### src/core/cmd_defs.svh
// constants and command codes for the dram command and cke decoder
// assumes a single 10 MHz core clock; included by the package and modules
//
// Notes on behaviour
// - a started read burst always runs to its end; no command cuts it
// - self refresh exit follows the pins, not a registered condition
// - nop registers nothing and leaves running operations alone
// - deselect blocks new commands; running operations continue like nop
// - no internal refresh runs while in power-down
// - action comes from cke at n-1, cke at n, command and prior state
// - low-low cke holds power-down or self refresh; low-high with des/nop exits
// - high-low cke: des/nop enters power-down, refresh with idle banks self refresh
// - idle only with banks closed, no burst, cke high, timings met
// - long calibration runs engine then loads drivers and termination
// - short calibration finishes within 64 clock cycles
// - activate opens row on address in bank on three bank bits
// - read start column comes from low three address bits
// - address bit 10 on read asks for precharge at burst end
// - with on-the-fly enabled, address bit 12 low chops to four, high eight
// - read is cs low, ras high, cas low, we high, cke high both edges
// - every command decodes from cs, ras, cas and we at the edge; only read also needs cke
// - reset low acts synchronously at the clock edge; held high in normal operation
`ifndef CMD_DEFS_SVH
`define CMD_DEFS_SVH
`define BANKS          8
`define BANK_W         3
`define ROW_W          16
`define COL_LO_W       3
`define AP_BIT         10
`define OTF_BIT        12
`define BL8_BEATS      4'h8
`define BC4_BEATS      4'h4
`define ZQCS_CYC       11'h040
`define ZQ_OPER_CYC    11'h100
`define ZQ_INIT_CYC    11'h200
`define CKE_MIN_CYC    3'h3
`endif

### src/core/cmd_pkg.sv
// types shared by the command decoder
// assumes cmd_defs.svh for numeric constants
`include "cmd_defs.svh"
package cmd_pkg;
   typedef enum logic [3:0] {
      cmd_des, cmd_nop, cmd_mrs, cmd_ref, cmd_pre, cmd_act,
      cmd_wr, cmd_rd, cmd_zq, cmd_bad
   } cmd_e;
   typedef enum logic [2:0] {
      st_idle, st_active, st_act_pd, st_pre_pd, st_self_ref
   } pwr_e;
   typedef struct packed {
      logic cs_n;
      logic ras_n;
      logic cas_n;
      logic we_n;
   } pins_s;
   typedef struct packed {
      logic [`BANK_W-1:0]   bank;
      logic [`COL_LO_W-1:0] col;
      logic                 auto_pre;
      logic                 bl8;
   } rd_s;
endpackage : cmd_pkg

### src/core/cmd_decode.sv
// pure decoder from sampled command pins to a command code
// assumes pins and cke are synchronous to the core clock
`timescale 1ns/1ps
`include "cmd_defs.svh"
module cmd_decode
   import cmd_pkg::*;
(
   input  wire pins_s pins_i,
   input  wire logic  cke_prev_i,
   input  wire logic  cke_i,
   output cmd_e       cmd_o
);
   always_comb begin
      if (pins_i.cs_n) begin
         cmd_o = cmd_des;
      end else begin
         case ({pins_i.ras_n, pins_i.cas_n, pins_i.we_n})
            3'h7: cmd_o = cmd_nop;
            3'h0: cmd_o = cmd_mrs;
            3'h1: cmd_o = cmd_ref;
            3'h2: cmd_o = cmd_pre;
            3'h3: cmd_o = cmd_act;
            3'h4: cmd_o = cmd_wr;
            3'h5: cmd_o = (cke_prev_i && cke_i) ? cmd_rd : cmd_bad;
            3'h6: cmd_o = cmd_zq;
            default: cmd_o = cmd_bad;
         endcase
      end
   end
endmodule : cmd_decode

### src/core/dram_cmd_core.sv
// command interpreter and cke power state machine of the dram
// assumes controller keeps legal command sequences and cke hold times
`timescale 1ns/1ps
`include "cmd_defs.svh"
module dram_cmd_core
   import cmd_pkg::*;
#(
   parameter int BANKS = `BANKS,
   parameter int ROW_W = `ROW_W
)(
   input  wire logic                core_clk_i,
   input  wire logic                rst_n_i,
   input  wire logic                ce_i,
   input  wire logic                cke_i,
   input  wire pins_s               pins_i,
   input  wire logic [`BANK_W-1:0]  ba_i,
   input  wire logic [ROW_W-1:0]    addr_i,
   input  wire logic                otf_en_i,
   input  wire logic                mr_bl8_i,
   output logic [BANKS-1:0]         bank_open_o,
   output logic [ROW_W-1:0]         open_row_o,
   output logic                     burst_busy_o,
   output rd_s                      rd_info_o,
   output logic                     pre_pd_o,
   output logic                     act_pd_o,
   output logic                     self_ref_o,
   output logic                     idle_o,
   output logic                     refresh_go_o,
   output logic                     zq_busy_o,
   output logic                     zq_load_o
);
   ////////////////////////////////////////////////////////////////////////
   cmd_e             cmd;
   pwr_e             pwr;
   logic             cke_prev;
   logic [3:0]       beats;
   logic             ap_pend;
   logic [`BANK_W-1:0] ap_bank;
   logic [10:0]      zq_cnt;
   logic             zq_init_done;
   logic [2:0]       cke_hold;
   logic [ROW_W-1:0] rows [BANKS];
   logic             powered;
   logic             sr_exit;

   cmd_decode u_dec (
      .pins_i     (pins_i),
      .cke_prev_i (cke_prev),
      .cke_i      (cke_i),
      .cmd_o      (cmd)
   );

   function automatic logic is_quiet(input cmd_e c);
      is_quiet = (c == cmd_des) || (c == cmd_nop);
   endfunction : is_quiet

   // commands execute only with cke high on both edges and in a powered state
   assign powered = cke_prev && cke_i && (pwr == st_idle || pwr == st_active);

   // self refresh ends straight from the pin, no registered stage in the path
   assign sr_exit = (pwr == st_self_ref) && cke_i;
   assign self_ref_o = (pwr == st_self_ref) && !cke_i;

   ////////////////////////////////////////////////////////////////////////
   always_ff @(posedge core_clk_i) begin
      if (!rst_n_i) begin
         cke_prev <= 1'b0;
      end else if (ce_i) begin
         cke_prev <= cke_i;
      end
   end

   always_ff @(posedge core_clk_i) begin
      if (!rst_n_i) begin
         cke_hold <= 3'h0;
      end else if (ce_i) begin
         if (cke_i != cke_prev) begin
            cke_hold <= 3'h1;
         end else if (cke_hold != `CKE_MIN_CYC) begin
            cke_hold <= cke_hold + 3'h1;
         end
      end
   end

   // power state machine
   always_ff @(posedge core_clk_i) begin
      if (!rst_n_i) begin
         pwr <= st_idle;
      end else if (ce_i) begin
         case (pwr)
            st_idle, st_active: begin
               if (cke_prev && !cke_i) begin
                  if (cmd == cmd_ref && pwr == st_idle && !burst_busy_o) begin
                     pwr <= st_self_ref;
                  end else if (is_quiet(cmd)) begin
                     pwr <= (|bank_open_o) ? st_act_pd : st_pre_pd;
                  end
               end else begin
                  pwr <= (|bank_open_o || cmd == cmd_act) ? st_active : st_idle;
               end
            end
            st_act_pd, st_pre_pd: begin
               // low-low holds, low-high with des/nop leaves
               if (!cke_prev && cke_i && is_quiet(cmd)) begin
                  pwr <= (pwr == st_act_pd) ? st_active : st_idle;
               end
            end
            st_self_ref: begin
               if (sr_exit && is_quiet(cmd)) begin
                  pwr <= st_idle;
               end
            end
            default: pwr <= st_idle;
         endcase
      end
   end

   assign pre_pd_o = (pwr == st_pre_pd);
   assign act_pd_o = (pwr == st_act_pd);
   // refresh only on a command in a powered state, never in power-down
   assign refresh_go_o = ce_i && powered && cmd == cmd_ref;

   ////////////////////////////////////////////////////////////////////////
   // bank table; des and nop fall through untouched
   always_ff @(posedge core_clk_i) begin
      if (!rst_n_i) begin
         bank_open_o <= '0;
      end else if (ce_i) begin
         if (powered && cmd == cmd_act) begin
            bank_open_o[ba_i] <= 1'b1;
            rows[ba_i]        <= addr_i;
         end else if (powered && cmd == cmd_pre) begin
            if (addr_i[`AP_BIT]) begin
               bank_open_o <= '0;
            end else begin
               bank_open_o[ba_i] <= 1'b0;
            end
         end else if (ap_pend && beats == 4'h1) begin
            bank_open_o[ap_bank] <= 1'b0;
         end
      end
   end

   always_ff @(posedge core_clk_i) begin
      if (!rst_n_i) begin
         open_row_o <= '0;
      end else if (ce_i) begin
         open_row_o <= rows[ba_i];
      end
   end

   ////////////////////////////////////////////////////////////////////////
   // read burst; a new read is ignored while one runs so none is cut short
   always_ff @(posedge core_clk_i) begin
      if (!rst_n_i) begin
         beats     <= 4'h0;
         ap_pend   <= 1'b0;
         ap_bank   <= '0;
         rd_info_o <= '0;
      end else if (ce_i) begin
         if (powered && cmd == cmd_rd && beats == 4'h0) begin
            rd_info_o.bank     <= ba_i;
            rd_info_o.col      <= addr_i[`COL_LO_W-1:0];
            rd_info_o.auto_pre <= addr_i[`AP_BIT];
            rd_info_o.bl8      <= otf_en_i ? addr_i[`OTF_BIT] : mr_bl8_i;
            beats   <= (otf_en_i ? addr_i[`OTF_BIT] : mr_bl8_i) ?
                       `BL8_BEATS : `BC4_BEATS;
            ap_pend <= addr_i[`AP_BIT];
            ap_bank <= ba_i;
         end else if (beats != 4'h0) begin
            beats <= beats - 4'h1;
            if (beats == 4'h1) begin
               ap_pend <= 1'b0;
            end
         end
      end
   end

   assign burst_busy_o = (beats != 4'h0);

   ////////////////////////////////////////////////////////////////////////
   // calibration engine timer; first long one uses the init window
   always_ff @(posedge core_clk_i) begin
      if (!rst_n_i) begin
         zq_cnt       <= 11'h0;
         zq_init_done <= 1'b0;
         zq_load_o    <= 1'b0;
      end else if (ce_i) begin
         zq_load_o <= 1'b0;
         if (powered && cmd == cmd_zq && zq_cnt == 11'h0) begin
            if (addr_i[`AP_BIT]) begin
               zq_cnt <= zq_init_done ? `ZQ_OPER_CYC : `ZQ_INIT_CYC;
               zq_init_done <= 1'b1;
            end else begin
               zq_cnt <= `ZQCS_CYC;
            end
         end else if (zq_cnt != 11'h0) begin
            zq_cnt <= zq_cnt - 11'h1;
            if (zq_cnt == 11'h1) begin
               zq_load_o <= 1'b1;
            end
         end
      end
   end

   assign zq_busy_o = (zq_cnt != 11'h0);

   // idle: banks closed, no burst, cke high, exit timing met
   assign idle_o = (pwr == st_idle) && !(|bank_open_o) && !burst_busy_o
                   && cke_i && cke_prev && (cke_hold == `CKE_MIN_CYC)
                   && !zq_busy_o;

   ////////////////////////////////////////////////////////////////////////
   burst_len_a: assert property (@(posedge core_clk_i) disable iff (!rst_n_i)
      ce_i && $rose(burst_busy_o) && rd_info_o.bl8 |-> ##1 (ce_i [*7]) |-> burst_busy_o)
      else $error("burst ended early");
   zq_short_a: assert property (@(posedge core_clk_i) disable iff (!rst_n_i)
      $rose(zq_busy_o) && zq_cnt == `ZQCS_CYC |-> ##[1:300] zq_load_o || !ce_i)
      else $error("short calibration overran");
   pd_no_ref_a: assert property (@(posedge core_clk_i) disable iff (!rst_n_i)
      (pre_pd_o || act_pd_o) |-> !refresh_go_o)
      else $error("refresh in power-down");
   pd_hold_a: assert property (@(posedge core_clk_i) disable iff (!rst_n_i)
      ce_i && pre_pd_o && !cke_prev && !cke_i |=> pre_pd_o)
      else $error("power-down left with cke low");
   pd_entry_a: assert property (@(posedge core_clk_i) disable iff (!rst_n_i)
      ce_i && pwr == st_active && |bank_open_o && cke_prev && !cke_i
      && is_quiet(cmd) |=> act_pd_o)
      else $error("active power-down not entered");
   sr_entry_a: assert property (@(posedge core_clk_i) disable iff (!rst_n_i)
      ce_i && pwr == st_idle && !burst_busy_o && cke_prev && !cke_i
      && cmd == cmd_ref |=> pwr == st_self_ref)
      else $error("self refresh not entered");
   idle_ok_a: assert property (@(posedge core_clk_i) disable iff (!rst_n_i)
      idle_o |-> bank_open_o == '0 && !burst_busy_o && cke_i)
      else $error("idle with work pending");
   act_open_a: assert property (@(posedge core_clk_i) disable iff (!rst_n_i)
      ce_i && powered && cmd == cmd_act |=> bank_open_o[$past(ba_i)])
      else $error("activate did not open bank");
   rd_col_a: assert property (@(posedge core_clk_i) disable iff (!rst_n_i)
      ce_i && powered && cmd == cmd_rd && !burst_busy_o
      |=> rd_info_o.col == $past(addr_i[2:0]))
      else $error("read column wrong");
   quiet_a: assert property (@(posedge core_clk_i) disable iff (!rst_n_i)
      ce_i && is_quiet(cmd) && !burst_busy_o && !ap_pend |=> $stable(bank_open_o))
      else $error("nop changed banks");
   rd_cover_c:  cover property (@(posedge core_clk_i) $rose(burst_busy_o));
   sr_cover_c:  cover property (@(posedge core_clk_i) $fell(pwr == st_self_ref));
   pd_cover_c:  cover property (@(posedge core_clk_i) $rose(act_pd_o));
   zq_cover_c:  cover property (@(posedge core_clk_i) zq_load_o);
endmodule : dram_cmd_core

### config.mk
export PLATFORM = sky130hd
export DESIGN_NAME = dram_cmd_core
export DESIGN_NICKNAME = d
export VERILOG_FILES = /design/src/core/cmd_pkg.sv /design/src/core/cmd_decode.sv /design/src/core/dram_cmd_core.sv
export VERILOG_INCLUDE_DIRS = /design/src /design/src/core
export SDC_FILE = /design/constraint.sdc
export NUM_CORES = 1
export LEC_CHECK = 0
export BUFFER_PORTS_ARGS = -buffer_cell sky130_fd_sc_hd__buf_2
export CAP_MARGIN = 20
export CORE_UTILIZATION = 64
export DETAILED_ROUTE_END_ITERATION = 10
export PLACE_DENSITY = 0.85
export SETUP_SLACK_MARGIN = 0.15
export SYNTH_ARGS = -nofsm -noshare
export SYNTH_HDL_FRONTEND = slang
export SYNTH_HIERARCHICAL = 1
export SYNTH_SLANG_ARGS = --single-unit
### constraint.sdc
create_clock -name core_clk_i -period 4.9 [get_ports core_clk_i]
set_input_delay 0.735 -clock core_clk_i [delete_from_list [all_inputs] [get_ports core_clk_i]]
set_output_delay 0.735 -clock core_clk_i [all_outputs]
set_load 0.05 [all_outputs]
==> After elaboration in Yosys (flattened, before gate mapping) <==
Memory sizes are Yosys's and may differ from the RTL's. A register that Yosys moved wholly into a read port is not among the register bits.
Cells that the tools add are included.
{ "totals": {"register_bits": 41, "latch_bits": 0, "ramBits": 128, "rom_bits": 0, "inputBits": 29, "out_inout_bits": 40, "word_cells": 150, "mem_count": 1} }
{ "mem_list": {"columns": ["name", "words", "width", "rd", "rd_clocked_by_memory_dff", "write_ports", "line", "source"], "rows": [
  ["rows", 8, 16, 1, 1, 1, "dram_cmd_core.sv:42", "logic [ROW_W-1:0] rows [BANKS];"]
]} }
{ "classes": {"add_sub_neg": 3, "n_mul": 0, "n_div": 0, "magnitude_cmp": 4, "eq_ne": 25, "shift": 0, "n_mux": 40, "n_bitwise": 5, "n_reduce_logical": 59} }
{ "op_table": {"columns": ["cell", "n"], "rows": [
  ["$mux 8", 4],
  ["$pmux 4 s8", 1],
  ["$logic_and 1x1->1", 27],
  ["$mux 11", 2],
  ["$mux 3", 7],
  ["$mux 10", 2],
  ["$mux 4", 5],
  ["$and 8x8->8", 2],
  ["$mux 1", 16],
  ["$not 8->8", 2],
  ["$eq 3x2->1 const B", 5],
  ["$eq 3x3->1 const B", 5],
  ["$eq 4x3->1 const B", 3],
  ["$eq 11x1->1 const B", 1],
  ["$logic_not 11->1", 1],
  ["$reduce_bool 11->1", 1],
  ["$sub 11x1->11 const B", 1],
  ["$reduce_and 2->1", 5],
  ["$pmux 3 s3", 1],
  ["$eq 4x1->1 const B", 2],
  ["$logic_not 4->1", 2],
  ["$lt 3x4->1 const B", 2],
  ["$or 8x8->8", 1],
  ["$reduce_bool 2->1", 4],
  ["other kinds (21)", 34]
]} }

==> Longest topological paths before layout <==
{ "depth": {"ltp_word": 10, "ltp_mapped": 9} }

==> By module <==
Netlist, hierarchy kept.
{ "modules_own_cells": {"columns": ["mod", "n_inst", "cells_per_inst", "area_per_inst_um2", "seq_area_each_um2"], "rows": [
  ["dram_cmd_core", 1, 633, 7861.3, 4984.8],
  ["cmd_decode", 1, 9, 75.1, 0.0]
]} }

==> Worst setup path after synthesis <==
Ideal clock, no wire load.
{ "synth_timing": {"path_kind": "register to output", "start": "register beats[0]", "end": "output port idle_o", "t_arrival_ps": 3276, "t_required_ps": 4165, "slack_ps": 889, "stages_incl_launch_ff": 7, "n_path_buf": 1, "path_cell_list": "dfxtp_1 -> inv_1 -> ha_1 -> or3b_1 -> clkbuf_1 -> or4_1 -> nor4_1"} }
{ "synth_via": {"elab_chain_len": 7} }
{ "synth_lines": {"columns": ["element", "line", "source"], "rows": [
  ["start, declared", "dram_cmd_core.sv:36", "logic [3:0] beats;"],
  ["start signal, assigned", "dram_cmd_core.sv:166", "beats <= (otf_en_i ? addr_i[`OTF_BIT] : mr_bl8_i) ?"],
  ["start signal, assigned", "dram_cmd_core.sv:171", "beats <= beats - 4'h1;"],
  ["$reduce_bool 4->1", "dram_cmd_core.sv:179", "assign burst_busy_o = (beats != 4'h0);"],
  ["named net burst_busy_o", "dram_cmd_core.sv:22", "output logic burst_busy_o,"],
  ["$logic_not 1->1", "dram_cmd_core.sv:209", "assign idle_o = (pwr == st_idle) && !(|bank_open_o) && !burst_busy_o"],
  ["$logic_and 1x1->1", "dram_cmd_core.sv:209", null],
  ["$logic_and 1x1->1 (2 in series)", "dram_cmd_core.sv:210", "&& cke_i && cke_prev && (cke_hold == `CKE_MIN_CYC)"],
  ["$logic_and 1x1->1 (2 in series)", "dram_cmd_core.sv:209", null],
  ["end, declared", "dram_cmd_core.sv:27", "output logic idle_o,"]
]} }
The timed path passes the listed nets, and every way through them passes these cells.

==> Worst setup path after layout <==
{ "layout_timing": {"start": "register zq_cnt[2]", "end": "output port idle_o"} }
{ "layout_via": {"elab_chain_len": 3} }
{ "layout_lines": {"columns": ["element", "line", "source"], "rows": [
  ["start, declared", "dram_cmd_core.sv:39", "logic [10:0] zq_cnt;"],
  ["start signal, assigned", "dram_cmd_core.sv:192", "zq_cnt <= zq_init_done ? `ZQ_OPER_CYC : `ZQ_INIT_CYC;"],
  ["start signal, assigned", "dram_cmd_core.sv:195", "zq_cnt <= `ZQCS_CYC;"],
  ["start signal, assigned", "dram_cmd_core.sv:198", "zq_cnt <= zq_cnt - 11'h1;"],
  ["$reduce_bool 11->1", "dram_cmd_core.sv:206", "assign zq_busy_o = (zq_cnt != 11'h0);"],
  ["$logic_not 1->1", "dram_cmd_core.sv:211", "&& !zq_busy_o;"],
  ["$logic_and 1x1->1", "dram_cmd_core.sv:209", null]
]} }
No other way between the ends.

==> impl_metrics.csv <==
group,metric,value,unit
worst_setup_path,path_common_cell,"nor4_1",
routing,drtIter0Drc,521,
logic_synthesis,seq_area_frac_synth,0.6281,
global_route,grt.overflow.total,0,
placement,buffer_ports.inserted,68,
pwr,cellInternalPower,2.856,mW
worst_setup_path,reg2reg_slack,1.88,ns
pwr,power_dissipated_by_switching_net_loads,1.150,mW
global_route,grt_pass1_wl,28.99,mm
worst_setup_path,crit_family,"simple AND/OR/NAND/NOR gates",
worst_setup_path,cp_cell_sequence,"nor4_1 > nand3_1 > nor4_1 > buf_2",
run,cap_violations,0,
clock_tree,cts_sinks,185,
sta,finalHoldViolCount,0,
die,floorplan.die.width,113.4,um
sta,setup_tns,0,ns
worst_setup_path,crit_path_start_kind,"flip-flop",
logic_synthesis,syn_nets,682,
pwr,power.static_leakage,3.263,nW
worst_setup_path,cp_slowest_cell,"nor4_1",
pwr,comb_power_share,0.185,
logic_synthesis,synth_most_common_cell,"edfxtp_1",
status,outcome,"finished, final reports clean",
logic_synthesis,synth-warning-count,6,
routing,first_pass_iters,6,
clock_tree,clock-root-buffer,"clkbuf_16",
sta,tightest_slew,1.141,ns
pwr,sequentialPowerShare,0.446,
die,vertical_extent_of_the_die,113.4,um
clock_tree,cts-htree-levels,4,
worst_setup_path,arrival_time_at_the_worst_endpoint,2.99,ns
logic_synthesis,yosys-top-cells-count,"edfxtp_1, dfxtp_1, nand2_1",
die,floorplan.io_pins,69,
global_route,grt_antenna_before_repair,0,
die,placementRows,40,
hold_path,hold-path-endpoint,"zq_load_o",
sta,hold_ws,0.4569,ns
logic_synthesis,post-synth-top-area-cell,"edfxtp_1",
routing,routed-via-count,5635,
worst_setup_path,endpoint_kind,"primary output",
die,floorplan.die_area,12850,um2
die,starting_density_of_the_core,0.6580,
clock_tree,post_cts.resized_instances,0,
sta,fmaxAchievable,268.1,MHz
placement,detailedPlacementHpwl,11.66,mm
logic_synthesis,postSynth.topFlopCell,"edfxtp_1",
clock_tree,bufs_on_longest_clock_path,2,
cells_and_area,drive_gt1_frac,0.1873,
sta,setup-violations-final,0,
routing,drt-wirelength-per-cell,21.08,um
clock_tree,clk_latency,0.44,ns
clock_tree,cts_hold_buffers,0,
worst_setup_path,critical_path_class,"reg2out",
placement,gpl.final_weighted_congestion,0.9428,
global_route,first_global_vias,5494,
logic_synthesis,yosys_register_bits,185,
logic_synthesis,synthesis.area_per_instance,12.36,um2
hold_path,worstHoldPathType,"reg2reg",
routing,drc_errors,0,
sta,max_slew_margin,0.2394,
worst_setup_path,critical_path.reg2reg.startpoint,"cke_prev",
routing,route.antenna.remaining_nets,0,
cells_and_area,layout.cell_area.non_filler,9007,um2
cells_and_area,antennaDiodeCount,0,
worst_setup_path,worst_ep_required_time,4.16,ns
pwr,net_switching_fraction_of_the_power,0.2872,
global_route,track_usage,0.3048,
pwr,vdd_drop_max,0.4926,mV
logic_synthesis,netlist.area_leader.share,0.4843,
hold_path,hold_start,"zq_load_o",
worst_setup_path,critPathMaxStageDelay,0.90,ns
routing,routed_wire_length,18.51,mm
sta,unrepaired_setup_endpoints_after_global_routing,"no",
sta,fin_crit_sh,0.7611,
clock_tree,cts_made_buffers,17,
worst_setup_path,largest_fanout_of_any_net_on_the_critical_path,11,
sta,layout_min_cycle_time,3.730,ns
cells_and_area,num-nets-final,737,
logic_synthesis,postSynthCellCount,642,
worst_setup_path,rr_worst_depth,6,
logic_synthesis,synth-edff-count,128,
sta,fin_skew,0.01147,ns
logic_synthesis,synth_area_leaders,"edfxtp_1, dfxtp_1, mux2i_1",
logic_synthesis,syn-cell-area,7936,um2
logic_synthesis,async_flop_share,0,
logic_synthesis,count_of_unique_library_cells_instantiated_by_yosys,68,
placement,detailed_place.area,8371,um2
hold_path,min_delay_path_depth,2,
routing,via_density_per_instance,6.418,
worst_setup_path,count_of_buffering_cells_on_the_critical_path_with_inverters_included,1,
cells_and_area,layout-area-overhead-vs-synth,13.50,%
die,floorplan.core_area,12060,um2
pwr,ratio_of_total_power_to_cell_area,444.8,nW/um2
clock_tree,tritoncts,"done",
global_route,grt_start_max_net_pins,36,
clock_tree,cts_post_setup_buffers_inserted,0,
clock_tree,cts.clk_slew.worst_paths,0.06,ns
worst_setup_path,reg2reg_to,"rows[0][13]",
sta,count_of_final_max_slew_check_failures,0,
pwr,power.share.clock,0.369,
power groups by stage:
stage | clock [mW] | sequential, mW | combinational (mW)
6_report | 1.48 | 1.79 | 0.743
3_3_place_gp | 0 | 1.81 | 0.696
4_1_cts | 1.48 | 1.79 | 0.739
5_1_grt | 1.55 | 1.79 | 0.812
2_1_floorplan | 0 | 1.84 | 0.532
3_5_place_dp | 0 | 1.82 | 0.729
worst max-delay path by stage:
stage               startpoint         end  slack, ns  depth (start not counted)
floorplan             beats[0]      idle_o       0.89                          6
global placement     pins_i[3]  rows[0][7]       1.59                          7
detailed placement   pins_i[3]  rows[0][7]       1.47                          7
CTS                  zq_cnt[2]      idle_o       1.28                          4
global route         zq_cnt[3]      idle_o       1.07                          4
finish               zq_cnt[2]      idle_o       1.17                          4
sequential cells by signal, indices dropped and copies added (netlist names):
name and cells:
cke_prev 1, zq_init_done 1, zq_load_o 1, open_row_o 16, ap_pend 1, ap_bank 3, pwr 3, rows 128
bank_open_o 8, rd_info_o 5, beats 4, zq_cnt 11, cke_hold 3
worst min-delay path: stages (launching register included):
cell     delay (ns)
dfxtp_1        0.31
nand2_1        0.05
a21oi_1        0.05
stage by stage:
| stage | total power, mW | cells | utilization | setup WS [ns] |
|---|---|---|---|---|
| floorplan | 2.377 | 642 | - | 0.8886 |
| global route | 4.153 | 878 | 0.7468 | 1.066 |
| finish | 4.006 | 878 | 0.7468 | 1.170 |
| detailed placement | 2.548 | 846 | 0.6940 | 1.466 |
| global placement | 2.511 | 846 | 0.6940 | 1.592 |
| CTS | 4.009 | 878 | 0.7468 | 1.284 |
cell usage in the layout, fill, tap and decap left out, drive strengths merged, types with 7 or more instances in the layout:
master	netlist	final
a21oi	39	39
a221oi	7	7
a22o	8	8
a22oi	11	11
a31o	10	10
and2	14	14
buf	16	76
clkbuf	24	18
dfxtp	57	57
edfxtp	128	128
ha	11	11
inv	18	25
mux2	14	14
mux2i	20	20
nand2	50	50
nand3	18	18
nor2	35	35
nor3	15	15
o211ai	8	8
o21ai	40	40
o311ai	10	10
cell families after synthesis:
kind of cell	count (synthesis)	synth area share
muxes	37	0.05360
adders and majority gates	11	0.01734
DFF	185	0.6281
and+or+nand+nor	173	0.1138
xor gates and xnor gates	5	0.005518
buffers and inverters	58	0.03200
AOI/OAI and AO/OA	173	0.1496
final cells by class:
cell class              instances  area [um2]
flip-flops and latches        185        4985
inverters                      18       67.56
fillers                       783        3054
well taps                     168       210.2
multi-input cells             399        2708
clock buffers                  18       429.2
repair buffers                 76       400.4
clock inverters                14       207.7
per-layer routing:
| metal | track usage | share of wire | vias up |
|---|---|---|---|
| li1 | - | - | 2564 |
| met5 | 0 | 0 | - |
| met2 | 0.5084 | 0.50 | 295 |
| met1 | 0.3845 | 0.40 | 2740 |
| met3 | 0.07284 | 0.078 | 36 |
| met4 | 0.1263 | 0.020 | 0 |
Power figures use the tool's default switching activity.
